## config.mk

```make
export PLATFORM = sky130hd
export DESIGN_NAME = vmc_maint_ctrl
export DESIGN_NICKNAME = d
export VERILOG_FILES = /design/src/inc/vmc_pkg.sv /design/src/logic/vmc_lr_store.sv /design/src/logic/vmc_maint_ctrl.sv
export SDC_FILE = /design/constraint.sdc
export NUM_CORES = 1
export LEC_CHECK = 0
export ABC_AREA = 1
export BUFFER_PORTS_ARGS = -buffer_cell sky130_fd_sc_hd__buf_2
export CAP_MARGIN = 30
export CORE_ASPECT_RATIO = 0.7
export CORE_MARGIN = 5
export CORE_UTILIZATION = 35
export CTS_CLUSTER_SIZE = 20
export DETAILED_ROUTE_END_ITERATION = 8
export PLACE_DENSITY = 0.63
export RECOVER_POWER = 25
export SLEW_MARGIN = 20
export SYNTH_ARGS = -nofsm -noshare
export SYNTH_HDL_FRONTEND = slang
export SYNTH_SLANG_ARGS = --single-unit
```

## constraint.sdc

```tcl
create_clock -name ref_clk_i -period 1.8 [get_ports ref_clk_i]
set_input_delay 0.09 -clock ref_clk_i [delete_from_list [all_inputs] [get_ports ref_clk_i]]
set_output_delay 0.09 -clock ref_clk_i [all_outputs]
set_load 0.1 [all_outputs]
```

## src/inc/vmc_pkg.sv

```systemverilog
`default_nettype none

package vmc_pkg;

	// Register bus geometry
	localparam int REG_AW    = 12;
	localparam int REG_DW    = 32;
	localparam int WORD_LSB  = 2;
	localparam int PAGE_LSB  = 8;

	// Register byte offsets
	localparam logic [11:0] OFS_CTRL       = 12'h000;
	localparam logic [11:0] OFS_IRQ_STATUS = 12'h004;
	localparam logic [11:0] OFS_IRQ_MASK   = 12'h008;
	localparam logic [11:0] OFS_COND       = 12'h00C;
	localparam logic [11:0] OFS_LR_BASE    = 12'h100;

	// Control register fields
	localparam int BIT_EN    = 0;
	localparam int BIT_UIE   = 1;
	localparam int BIT_LRENP = 2;
	localparam int BIT_NP    = 3;
	localparam int BIT_G0E   = 4;
	localparam int BIT_G0D   = 5;
	localparam int BIT_G1E   = 6;
	localparam int BIT_G1D   = 7;
	localparam int CNT_LSB   = 27;
	localparam int CNT_W     = 5;

	localparam logic [31:0] CTRL_WMASK = 32'hF80000FF;
	localparam logic [31:0] CTRL_RESET = 32'h00000000;

	// Condition, status and mask layout follows the control enable bits
	localparam int          COND_W     = 8;
	localparam logic [7:0]  COND_RESET = 8'h00;
	localparam logic [23:0] COND_PAD   = 24'h000000;

	// List register entry layout
	localparam int          LR_ID_W      = 10;
	localparam int          LR_STATE_LSB = 28;
	localparam int          LR_STATE_W   = 2;
	localparam int          PEND_BIT     = 0;
	localparam int          ACT_BIT      = 1;
	localparam logic [1:0]  ST_INVALID   = 2'h0;
	localparam logic [1:0]  ST_PENDING   = 2'h1;
	localparam logic [1:0]  ST_ACTIVE    = 2'h2;

	// Defaults
	localparam int          DEF_NUM_LR      = 4;
	localparam logic [9:0]  DEF_SPURIOUS_ID = 10'h3FF;

endpackage

`default_nettype wire

```

## src/logic/vmc_lr_store.sv

```systemverilog
`timescale 1ns/1ns
`default_nettype none

module vmc_lr_store #(
	parameter int NUM_LR = vmc_pkg::DEF_NUM_LR,
	parameter int IDX_W  = 2
) (
	// Clock and reset
	input  wire logic                                         ref_clk_i,
	input  wire logic                                         rst_i,
	// Software write and read
	input  wire logic                                         sw_we_i,
	input  wire logic [IDX_W-1:0]                             sw_idx_i,
	input  wire logic [vmc_pkg::LR_STATE_W-1:0]               sw_state_i,
	input  wire logic [vmc_pkg::LR_ID_W-1:0]                  sw_id_i,
	input  wire logic                                         rd_i,
	input  wire logic [IDX_W-1:0]                             rd_idx_i,
	output logic      [31:0]                                  rd_data_o,
	// Hardware state update, one per entry
	input  wire logic [NUM_LR-1:0]                            hw_we_i,
	input  wire logic [NUM_LR-1:0][vmc_pkg::LR_STATE_W-1:0]   hw_state_i,
	// Entry contents
	output logic      [NUM_LR-1:0][vmc_pkg::LR_STATE_W-1:0]   state_o,
	output logic      [NUM_LR-1:0][vmc_pkg::LR_ID_W-1:0]      id_o
);

	typedef struct packed {
		logic [NUM_LR-1:0][vmc_pkg::LR_STATE_W-1:0] state;
		logic [NUM_LR-1:0][vmc_pkg::LR_ID_W-1:0]    id;
		logic [31:0]                                rdata;
	} vmc_store_type;

	vmc_store_type r;
	vmc_store_type next_r;

	// Software write first, hardware state update wins over it
	always_comb begin
		next_r = r;
		if (sw_we_i) begin
			next_r.state[sw_idx_i] = sw_state_i;
			next_r.id[sw_idx_i]    = sw_id_i;
		end
		for (int i = 0; i < NUM_LR; i++) begin
			if (hw_we_i[i]) begin
				next_r.state[i] = hw_state_i[i];
			end
		end
		if (rd_i) begin
			next_r.rdata = '0;
			next_r.rdata[vmc_pkg::LR_STATE_LSB +: vmc_pkg::LR_STATE_W] = r.state[rd_idx_i];
			next_r.rdata[vmc_pkg::LR_ID_W-1:0] = r.id[rd_idx_i];
		end
	end

	// State register
	always_ff @(posedge ref_clk_i) begin
		if (rst_i) begin
			r <= '0;
		end else begin
			r <= next_r;
		end
	end

	assign rd_data_o = r.rdata;
	assign state_o   = r.state;
	assign id_o      = r.id;

endmodule

`default_nettype wire

```

## src/logic/vmc_maint_ctrl.sv

```systemverilog
// Summary of operation
// - Group 0 disabled enable raises maintenance
// - Group 0 enabled enable raises maintenance
// - No pending entries raises maintenance when enabled
// - Nonzero unmatched EOI count raises maintenance
// - Zero or one valid entry raises maintenance
// - Global enable off silences maint_irq_o; sticky status and irq_o still follow the conditions
// - Global enable off blocks virtual interrupts
// - Global enable off makes acknowledge return spurious
// - Unmatched EOI counter increments, wraps 31 to 0
//
// Chosen here: the placing of the registers and the address-and-strobe port.
`timescale 1ns/1ns
`default_nettype none

module vmc_maint_ctrl #(
	parameter int         NUM_LR      = vmc_pkg::DEF_NUM_LR,
	parameter logic [9:0] SPURIOUS_ID = vmc_pkg::DEF_SPURIOUS_ID
) (
	// Clock and reset
	input  wire logic                         ref_clk_i,
	input  wire logic                         rst_i,
	// Register port
	input  wire logic [vmc_pkg::REG_AW-1:0]   reg_addr_i,
	input  wire logic [vmc_pkg::REG_DW-1:0]   reg_wdata_i,
	input  wire logic                         reg_wr_i,
	input  wire logic                         reg_rd_i,
	output logic      [vmc_pkg::REG_DW-1:0]   reg_rdata_o,
	// Virtual machine view
	input  wire logic                         vm_group0_enable_i,
	input  wire logic                         vm_group1_enable_i,
	input  wire logic                         vm_ack_rd_i,
	input  wire logic                         vm_alias_ack_rd_i,
	output logic      [vmc_pkg::LR_ID_W-1:0]  vm_ack_data_o,
	output logic                              vm_ack_valid_o,
	output logic                              vm_irq_o,
	// End of interrupt from the virtual machine
	input  wire logic                         eoi_valid_i,
	input  wire logic [vmc_pkg::LR_ID_W-1:0]  eoi_id_i,
	input  wire logic                         apr_active_i,
	// Interrupt outputs
	output logic                              maint_irq_o,
	output logic                              irq_o
);

	localparam int IDX_W = (NUM_LR > 1) ? $clog2(NUM_LR) : 1;
	localparam int LRSEL_W = vmc_pkg::PAGE_LSB - vmc_pkg::WORD_LSB + 1;

	typedef struct packed {
		logic [31:0]                    ctrl;
		logic [vmc_pkg::COND_W-1:0]     status;
		logic [vmc_pkg::COND_W-1:0]     mask;
		logic [vmc_pkg::COND_W-1:0]     cond_q;
		logic                           maint;
		logic                           virq;
		logic [31:0]                    rdata;
		logic                           rd_lr;
		logic [vmc_pkg::LR_ID_W-1:0]    ack_data;
		logic                           ack_valid;
	} vmc_state_type;

	vmc_state_type r;
	vmc_state_type next_r;

	// List register contents
	logic [NUM_LR-1:0][vmc_pkg::LR_STATE_W-1:0] lr_state;
	logic [NUM_LR-1:0][vmc_pkg::LR_ID_W-1:0]    lr_id;
	logic [NUM_LR-1:0][vmc_pkg::LR_STATE_W-1:0] hw_state;
	logic [NUM_LR-1:0]                          hw_we;
	logic [31:0]                                lr_rdata;

	// Per-entry views
	logic [NUM_LR-1:0] pend;
	logic [NUM_LR-1:0] act;
	logic [NUM_LR-1:0] vld;
	logic [NUM_LR-1:0] eoi_hit;
	logic [NUM_LR-1:0] ack_cand;
	logic [NUM_LR-1:0] eoi_one;
	logic [NUM_LR-1:0] ack_one;
	logic [NUM_LR-1:0] eoi_sel;
	logic [NUM_LR-1:0] ack_sel;

	// Decoded control and derived conditions
	logic                          en;
	logic [vmc_pkg::COND_W-1:0]    cond;
	logic [vmc_pkg::CNT_W-1:0]     cnt;
	logic [vmc_pkg::CNT_W-1:0]     next_cnt;
	logic                          unmatched;
	logic                          ack_req;
	logic                          ack_take;
	logic [vmc_pkg::LR_ID_W-1:0]   ack_id;
	logic                          lr_hit;
	logic [IDX_W-1:0]              lr_idx;
	logic                          underflow;

	// Register access decode and next values
	logic                          ctrl_wr;
	logic                          status_wr;
	logic                          mask_wr;
	logic                          lr_wr;
	logic                          lr_rd;
	logic [vmc_pkg::COND_W-1:0]    status_clr;
	logic [vmc_pkg::COND_W-1:0]    cond_rise;
	logic [vmc_pkg::COND_W-1:0]    next_status;
	logic                          next_maint;
	logic                          next_virq;
	logic [vmc_pkg::LR_ID_W-1:0]   ack_word;
	logic [31:0]                   rd_word;

	assign en  = r.ctrl[vmc_pkg::BIT_EN];
	assign cnt = r.ctrl[vmc_pkg::CNT_LSB +: vmc_pkg::CNT_W];

	// List register window decode
	assign lr_hit = (reg_addr_i[vmc_pkg::REG_AW-1:vmc_pkg::PAGE_LSB]
		== vmc_pkg::OFS_LR_BASE[vmc_pkg::REG_AW-1:vmc_pkg::PAGE_LSB])
		&& ({1'b0, reg_addr_i[vmc_pkg::PAGE_LSB-1:vmc_pkg::WORD_LSB]}
		< LRSEL_W'(NUM_LR));
	assign lr_idx = reg_addr_i[vmc_pkg::WORD_LSB +: IDX_W];

	// Entry flags, EOI match and acknowledge candidates
	genvar g;
	generate
		for (g = 0; g < NUM_LR; g++) begin : gen_entry
			assign pend[g]     = lr_state[g][vmc_pkg::PEND_BIT];
			assign act[g]      = lr_state[g][vmc_pkg::ACT_BIT];
			assign vld[g]      = |lr_state[g];
			assign eoi_hit[g]  = act[g] && (lr_id[g] == eoi_id_i);
			assign ack_cand[g] = pend[g] && !act[g];
			assign eoi_sel[g]  = eoi_valid_i && eoi_one[g];
			assign ack_sel[g]  = ack_take && ack_one[g];
			assign hw_we[g]    = eoi_sel[g] || ack_sel[g];
			// EOI drops the active bit, acknowledge moves pending to active
			assign hw_state[g] = eoi_sel[g] ? (lr_state[g] & ~vmc_pkg::ST_ACTIVE)
				: vmc_pkg::ST_ACTIVE;
		end
	endgenerate

	// Lowest-index entry of each candidate set
	assign eoi_one = eoi_hit & (~eoi_hit + NUM_LR'(1));
	assign ack_one = ack_cand & (~ack_cand + NUM_LR'(1));

	// Identifier of the acknowledged entry
	always_comb begin
		ack_id = '0;
		for (int i = 0; i < NUM_LR; i++) begin
			if (ack_one[i]) begin
				ack_id = ack_id | lr_id[i];
			end
		end
	end

	// Acknowledge only takes an entry while the interface is enabled
	assign ack_req  = vm_ack_rd_i || vm_alias_ack_rd_i;
	assign ack_take = ack_req && en && (|ack_cand);

	// EOI with no matching entry that still retires an active priority
	assign unmatched = eoi_valid_i && !(|eoi_hit) && apr_active_i;

	// Zero or one valid entry: clearing the lowest set bit leaves nothing
	assign underflow = ((vld & (vld - NUM_LR'(1))) == '0);

	// Maintenance conditions, one per enable bit
	always_comb begin
		cond = vmc_pkg::COND_RESET;
		cond[vmc_pkg::BIT_G0D] = r.ctrl[vmc_pkg::BIT_G0D] && !vm_group0_enable_i;
		cond[vmc_pkg::BIT_G0E] = r.ctrl[vmc_pkg::BIT_G0E] && vm_group0_enable_i;
		cond[vmc_pkg::BIT_NP] = r.ctrl[vmc_pkg::BIT_NP] && !(|pend);
		cond[vmc_pkg::BIT_LRENP] = r.ctrl[vmc_pkg::BIT_LRENP] && (cnt != '0);
		cond[vmc_pkg::BIT_UIE] = r.ctrl[vmc_pkg::BIT_UIE] && underflow;
		cond[vmc_pkg::BIT_G1D] = r.ctrl[vmc_pkg::BIT_G1D] && !vm_group1_enable_i;
		cond[vmc_pkg::BIT_G1E] = r.ctrl[vmc_pkg::BIT_G1E] && vm_group1_enable_i;
	end

	// Register strobes, exact word addresses for control, status and mask; the list window ignores address bits 1:0
	assign ctrl_wr   = reg_wr_i && (reg_addr_i == vmc_pkg::OFS_CTRL);
	assign status_wr = reg_wr_i && (reg_addr_i == vmc_pkg::OFS_IRQ_STATUS);
	assign mask_wr   = reg_wr_i && (reg_addr_i == vmc_pkg::OFS_IRQ_MASK);
	assign lr_wr     = reg_wr_i && lr_hit;
	assign lr_rd     = reg_rd_i && lr_hit;

	// Counter: software write sets the base, an unmatched EOI still counts
	always_comb begin
		next_cnt = cnt;
		if (ctrl_wr) begin
			next_cnt = reg_wdata_i[vmc_pkg::CNT_LSB +: vmc_pkg::CNT_W];
		end
		if (unmatched) begin
			// Field is five bits wide, so the top value wraps to zero
			next_cnt = next_cnt + vmc_pkg::CNT_W'(1);
		end
	end

	// Sticky status: write one to clear, a rising condition in the same cycle wins
	assign status_clr  = status_wr ? reg_wdata_i[vmc_pkg::COND_W-1:0] : vmc_pkg::COND_RESET;
	assign cond_rise   = cond & ~r.cond_q;
	assign next_status = (r.status & ~status_clr) | cond_rise;

	// Maintenance level: any enabled condition, silenced by the global enable
	assign next_maint = en && (|cond);

	// Virtual interrupt only while the interface is enabled
	assign next_virq = en && (|ack_cand);

	// Acknowledge answer: a real entry only while enabled, else the spurious id
	assign ack_word = ack_take ? ack_id : SPURIOUS_ID;

	// Read multiplexer for the control-side registers
	always_comb begin
		rd_word = '0;
		case (reg_addr_i)
			vmc_pkg::OFS_CTRL: begin
				rd_word = r.ctrl;
			end
			vmc_pkg::OFS_IRQ_STATUS: begin
				rd_word = {vmc_pkg::COND_PAD, r.status};
			end
			vmc_pkg::OFS_IRQ_MASK: begin
				rd_word = {vmc_pkg::COND_PAD, r.mask};
			end
			vmc_pkg::OFS_COND: begin
				rd_word = {vmc_pkg::COND_PAD, cond};
			end
			default: begin
				// Unmapped words read zero; the list window comes from the store
				rd_word = '0;
			end
		endcase
	end

	// Next state of all control, status and answer registers
	always_comb begin
		next_r = r;
		next_r.ack_valid = 1'b0;
		next_r.rd_lr     = lr_rd;

		// Control word: reserved bits stay zero, the count follows its own logic
		if (ctrl_wr) begin
			next_r.ctrl = reg_wdata_i & vmc_pkg::CTRL_WMASK;
		end
		next_r.ctrl[vmc_pkg::CNT_LSB +: vmc_pkg::CNT_W] = next_cnt;

		// Mask register
		if (mask_wr) begin
			next_r.mask = reg_wdata_i[vmc_pkg::COND_W-1:0];
		end

		// Status and the previous conditions for edge detection
		next_r.status = next_status;
		next_r.cond_q = cond;

		// Interrupt levels, registered one clock after their causes
		next_r.maint = next_maint;
		next_r.virq  = next_virq;

		// Acknowledge answer one cycle after the read, data held until the next
		if (ack_req) begin
			next_r.ack_valid = 1'b1;
			next_r.ack_data  = ack_word;
		end

		// Register reads: data stand in the cycle after the strobe
		if (reg_rd_i) begin
			next_r.rdata = rd_word;
		end
	end

	// State register
	always_ff @(posedge ref_clk_i) begin
		if (rst_i) begin
			r <= '0;
			r.ctrl <= vmc_pkg::CTRL_RESET;
			r.status <= vmc_pkg::COND_RESET;
			r.mask <= vmc_pkg::COND_RESET;
			r.cond_q <= vmc_pkg::COND_RESET;
		end else begin
			r <= next_r;
		end
	end

	// List register storage
	vmc_lr_store #(
		.NUM_LR (NUM_LR),
		.IDX_W  (IDX_W)
	) u_store (
		.ref_clk_i  (ref_clk_i),
		.rst_i      (rst_i),
		.sw_we_i    (lr_wr),
		.sw_idx_i   (lr_idx),
		.sw_state_i (reg_wdata_i[vmc_pkg::LR_STATE_LSB +: vmc_pkg::LR_STATE_W]),
		.sw_id_i    (reg_wdata_i[vmc_pkg::LR_ID_W-1:0]),
		.rd_i       (lr_rd),
		.rd_idx_i   (lr_idx),
		.rd_data_o  (lr_rdata),
		.hw_we_i    (hw_we),
		.hw_state_i (hw_state),
		.state_o    (lr_state),
		.id_o       (lr_id)
	);

	// Outputs
	assign reg_rdata_o    = r.rd_lr ? lr_rdata : r.rdata;
	assign vm_ack_data_o  = r.ack_data;
	assign vm_ack_valid_o = r.ack_valid;
	assign vm_irq_o       = r.virq;
	assign maint_irq_o    = r.maint;
	assign irq_o          = |(r.status & r.mask);

endmodule

`default_nettype wire

```

### After elaboration in Yosys (flattened, before gate mapping)

Cells that the tools add are included.

| operators by class | value |
|---|---|
| add/sub/neg operators | 4 |
| $lt $le $gt $ge | 3 |
| equality and inequality tests | 12 |
| muxes and demuxes | 30 |
| bitwise gates (word level) | 14 |
| reductions and logical operators | 69 |

Operator list:

| cell | number |
|---|---|
| $pmux W32 S4 | 1 |
| $mux W10 | 7 |
| $mux W48 | 1 |
| $bwmux W40 | 1 |
| $eq A10 B10 Y1 | 4 |
| $logic_and A1 B1 Y1 | 36 |
| $mux W32 | 1 |
| $or A10 B10 Y10 | 3 |
| $and A8 B8 Y8 | 3 |
| $eq A12 B4 Y1 const B | 2 |
| $bmux W10 S2 | 1 |
| $demux W10 S2 | 1 |
| $mux W2 | 10 |
| $not A8 Y8 | 2 |
| $and A4 B4 Y4 | 3 |
| $eq A12 B3 Y1 const B | 1 |
| $logic_not A12 Y1 | 1 |
| $reduce_or A4 Y1 | 3 |
| $mux W5 | 2 |
| $add A4 B1 Y4 const B | 2 |
| $bwmux W8 | 1 |
| $logic_not A1 Y1 | 8 |
| $mux W8 | 1 |
| $ne A2 B2 Y1 const B | 4 |
| other kinds (19) | 33 |

| storage, ports and cells | value |
|---|---|
| register bits | 143 |
| logic and storage cells | 157 |

### Longest topological paths before layout

| depth | value |
|---|---|
| depth in word-level cells | 13 |
| gate-level depth with buffers | 14 |
| depth with buffers taken out | 13 |

### Cells and area by module

Synthesis repeated with hierarchy kept, for this count alone.

| second synthesis, totals | value |
|---|---|
| cell total of the unflattened synthesis | 1115 |
| area total of the unflattened synthesis | 7119.3 um^2 |

By module, submodules not included:

| module | times used | cells each | area an instance (um^2) | sequential area each (um^2) |
|---|---|---|---|---|
| vmc_maint_ctrl | 1 | 702 | 4324.1 | 1261.2 |
| vmc_lr_store | 1 | 413 | 2795.2 | 1201.2 |

### Least setup slack after synthesis

No wires, ideal clock.

| timing | value |
|---|---|
| kind | reg2out |
| from | register r[11] (netlist bit) |
| to | output reg_rdata_o[28] (netlist bit) |
| data arrival time | 2.304 ns |
| data required time | 1.710 ns |
| slack | -0.594 ns |
| stages on the path, launching flop included | 5 |
| cell sequence | dfxtp_1 > clkbuf_1 > clkbuf_1 > nor2_1 > a21oi_1 |

| on the way | value |
|---|---|
| word-level cells in the longest chain between the ends | 1 |

RTL lines:

| item | RTL line | RTL |
|---|---|---|
| start: declaration | vmc_maint_ctrl.sv:62 | `vmc_state_type r;` |
| start signal: assignment | vmc_maint_ctrl.sv:276 | `r <= next_r;` |
| $mux W32 | vmc_maint_ctrl.sv:301 | `assign reg_rdata_o = r.rd_lr ? lr_rdata : r.rdata;` |
| end: declaration | vmc_maint_ctrl.sv:28 | `output logic [vmc_pkg::REG_DW-1:0] reg_rdata_o,` |

Every way passes these cells.

### Final worst setup path

| timing | value |
|---|---|
| from | register u_store.r (netlist bit u_store.id_o[21]) |
| to | register u_store.r (netlist bit u_store.state_o[5]) |

| on the way | value |
|---|---|
| word-level cells in the longest chain between the ends | 8 |
| elaborated cells between the ends (all ways) | 10 |
| classes of those cells | add/sub (1); eq/ne (1); mux (2); bitwise (2); reduce/logical (4) |

RTL lines:

| item | RTL line | RTL |
|---|---|---|
| start: declaration | vmc_lr_store.sv:33 | `vmc_store_type r;` |
| start signal: assignment | vmc_lr_store.sv:60 | `r <= next_r;` |
| $eq A10 B10 Y1 * | vmc_maint_ctrl.sv:127 | `assign eoi_hit[g] = act[g] && (lr_id[g] == eoi_id_i);` |
| $logic_and A1 B1 Y1 * | vmc_maint_ctrl.sv:127 |  |
| $not A4 Y4 | vmc_maint_ctrl.sv:139 | `assign eoi_one = eoi_hit & (~eoi_hit + NUM_LR'(1));` |
| $add A4 B1 Y4 | vmc_maint_ctrl.sv:139 |  |
| $and A4 B4 Y4 * | vmc_maint_ctrl.sv:139 |  |
| $logic_and A1 B1 Y1 * | vmc_maint_ctrl.sv:129 | `assign eoi_sel[g] = eoi_valid_i && eoi_one[g];` |
| $mux W2 or $logic_or A1 B1 Y1 (tied branches) | vmc_maint_ctrl.sv:133, vmc_maint_ctrl.sv:131 |  |
| $mux W2 or $reduce_bool A2 Y1 (tied branches) | - |  |

Every way passes the cells marked *; elsewhere a longest branch is shown, timed or not. The select of a mux whose other input is x is not followed.
A chain may end at the register's enable or synchronous reset.

==> impl_metrics.py <==
metrics = {
    "cts": {
        "htreeDepth": 4,
        "clock_latency_ns": 0.43,
        "ctsLongestPathBuffers": 2,
        "cts_tree": "done",
        "cts-root-buf": "clkbuf_16",
        "clk_pin_slew_worst_paths_ns": 0.06,
        "clock_sinks": 123,
        "cts_buffers": 17,
    },
    "critical_path": {
        "critical_path.top_delay_family": "simple AND/OR/NAND/NOR gates",
        "crit_chain": "inv_1 > nand2_1 > nand2_1 > inv_1 > nand2_1 > nor2_1 > nand2_1 > nor2_1 > nand4_1 > buf_4 > nand4_1 > a21oi_1",
        "path_max_fanout": 3,
        "crit_slowest_cell": "dfxtp_1",
        "cp-start-kind": "flip-flop",
        "end_kind": "flip-flop",
        "r2r-start": "u_store.id_o[21]",
        "timing.critical_path.mode_cell": "nand2_1",
        "timing.critical_path.buf_inv": 3,
        "cp.required_ns": 2.09,
        "cp-startpoint": "u_store.id_o[21]",
        "arrival_ns": 2.01,
        "crit_path_max_incr_delay_ns": 0.40,
        "critical_path_class": "reg -> reg",
    },
    "final_layout": {
        "drive_gt1_share_pct": 18.6,
        "final_core_util_pct": 45.0,
        "layout.nets": 1166,
        "final_common_cell": "nand2_1",
        "n_antenna_cell": 0,
        "final_cell_mix": "nand2_1, inv_1, dfxtp_1",
        "instances_no_fill": 1356,
        "area_delta_synth_final_pct": 27.2,
    },
    "flow_run": {
        "cap_violations": 0,
    },
    "synth": {
        "async_flop_share_pct": 0,
        "synth_edf_count": 0,
        "syn-cell-area_um2": 6640,
        "synth_seq_cells": 123,
        "yosysUniqueCellTypes": 48,
        "ys_seq_area_share_pct": 37.1,
        "avgSynthCellArea_um2": 6.77,
        "yosysWarnings": 0,
        "synthFlopType": "dfxtp_1",
        "syn_inst": 982,
    },
    "floorplanning": {
        "core_area_um2": 18800,
        "core.rowCount": 42,
        "fp.dieH_um": 125,
        "dieWidth_um": 175,
        "io_pins": 110,
        "start_util_pct": 35.4,
        "dieArea_um2": 21900,
    },
    "run_status": {
        "status": "finished, final reports clean",
    },
    "timing": {
        "slew_violations": 0,
        "slew_headroom_pct": 55.8,
        "fin_crit_ns": 1.72,
        "max_freq_mhz": 580,
        "post-route-period-util_pct": 95.7,
        "setup_viol": 0,
        "worst_pin_slew_ns": 0.663,
        "hold_violations": 0,
        "fin_skew_ns": 0.00715,
        "setup_tns_ns": 0,
    },
    "drt": {
        "drtAntennaViolNets": 0,
        "drc": 0,
        "num_vias": 6969,
        "drtIter0Drc": 766,
        "vias_per_cell": 5.14,
        "first_pass_iters": 5,
        "drt-wirelength-per-cell_um": 17.4,
        "routed_wl_mm": 23.6,
    },
    "place": {
        "io_buffers": 75,
        "dp_hpwl_mm": 18.1,
        "dp_cells": 1313,
        "gp_congestion": 0.982,
    },
    "grt": {
        "grt_antenna_before_repair": 0,
        "grt_pass1_vias": 6378,
        "grt_max_degree": 44,
        "globalRouteOverflowTotal": 0,
        "grt_use_total_pct": 21.3,
        "grt_pass1_wl_mm": 36.4,
    },
    "pwr": {
        "seq_power_share_pct": 38.5,
        "internal_power_w": 0.00512,
        "p_per_area_nw_per_um2": 851,
        "leakagePower_nw": 3.46,
        "power.share.clock_pct": 50.3,
        "p_comb_share_pct": 11.2,
        "p_switching_w": 0.00206,
        "peakVddDrop_mv": 0.522,
        "switching_share_pct": 28.7,
    },
    "worst_hold_path": {
        "holdCritStartpoint": "vm_alias_ack_rd_i",
        "hp-class": "in -> reg",
    },
}
==> registers in the layout, summed over array words and instances (netlist names) <==
signal             count
en                     1
u_store.rd_data_o     12
vm_irq_o               1
u_store.id_o          40
vm_ack_data_o         10
vm_ack_valid_o         1
maint_irq_o            1
r                     44
cnt                    5
u_store.state_o        8
==> worst paths after layout <==
kind                                           end  slack (ns)  cells past startpoint
worst max-delay path            u_store.state_o[5]        0.08                     12
worst min register to register               r[63]        0.41                      1
worst min-delay path                vm_ack_valid_o        0.02                      4
worst max register to register  u_store.state_o[5]        0.08                     12
==> logic make-up after synthesis <==
group	count (synthesis)	synth area share (%)
fa+ha+maj	1	0.188
flops	123	37.1
xor+xnor	11	1.45
buf+inv	203	13.6
other cells	1	0.0564
simple gates	367	24.6
compound gates	276	23.1
==> metrics by stage <==
stage / hold slack, ns / area [um2] / setup slack, ns / total power (W)
6_report: 0.0166 / 8450 / 0.0770 / 0.00719
3_5_place_dp: 0.402 / 7730 / -0.115 / 0.00361
4_1_cts: 0.00841 / 8450 / 0.00164 / 0.00721
2_1_floorplan: 0.205 / 6730 / -0.420 / 0.00342
3_3_place_gp: 0.397 / 7730 / -0.0575 / 0.00361
5_1_grt: 0.0659 / 8450 / -0.00721 / 0.00739
==> power groups by stage <==
stage	sequential (W)	combinational [W]	clock [W]
5_1_grt	0.00277	0.000851	0.00377
3_3_place_gp	0.00283	0.000783	0
2_1_floorplan	0.00283	0.000589	0
6_report	0.00276	0.000807	0.00361
3_5_place_dp	0.00282	0.000786	0
4_1_cts	0.00276	0.000802	0.00364
==> worst register-to-register path, cell delays in order (launching register included) <==
cell and delay, ns:
dfxtp_1 0.40, inv_1 0.07, nand2_1 0.08, nand2_1 0.07, inv_1 0.08, nand2_1 0.05
nor2_1 0.10, nand2_1 0.07, nor2_1 0.11, nand4_1 0.21, buf_4 0.21, nand4_1 0.06
a21oi_1 0.07
==> synth_stat cells (2+ instances only) <==
master / number / area (um2)
o22ai_1: 21 / 131
nand2_2: 3 / 18.8
nor2_4: 4 / 45.0
nor4_1: 4 / 25.0
nor2_1: 81 / 304
o21ai_0: 84 / 420
a21oi_1: 117 / 586
buf_4: 27 / 203
clkinv_2: 2 / 10.0
o21ai_1: 11 / 55.1
nand4_1: 13 / 81.3
xnor2_1: 6 / 52.6
nand3_1: 35 / 175
buf_2: 4 / 20.0
o21ai_2: 2 / 17.5
nor2_2: 6 / 37.5
dfxtp_1: 123 / 2460
buf_6: 4 / 45.0
nand2_4: 3 / 33.8
o2111ai_1: 9 / 78.8
xor2_1: 5 / 43.8
nor3_1: 12 / 60.1
clkbuf_1: 26 / 97.6
a211oi_1: 4 / 30.0
a221oi_1: 2 / 17.5
o211ai_1: 21 / 158
inv_1: 131 / 492
inv_2: 6 / 22.5
nand2_1: 197 / 739
==> area by class of cell <==
| type | instances | area, um2 |
|---|---|---|
| multi-input cells | 672 | 3390 |
| inverters | 140 | 528 |
| clock inverters | 15 | 191 |
| repair buffers | 147 | 1140 |
| well taps | 242 | 303 |
| fillers | 1940 | 10300 |
| clock buffers | 17 | 425 |
| flip-flops and latches | 123 | 2460 |
==> repair_timing <==
action / in CTS / in global routing
cloned: 0 / 0
setup endpoints to repair: 11 / 13
buffers inserted: 0 / 2
resized for setup: 2 / 12
hold endpoints to repair: 17 / 0
pin swaps: 0 / 5
hold buffers: 9 / 0
==> layer usage <==
metal / global-route usage [%] / up-vias / share of wire (%)
met4: 5.63 / 0 / 1.6
li1: - / 3457 / -
met2: 28.2 / 341 / 39
met1: 33.2 / 3135 / 50
met5: 0 / - / 0
met3: 6.16 / 36 / 10
Note: power is estimated with default switching activity, not from simulation.
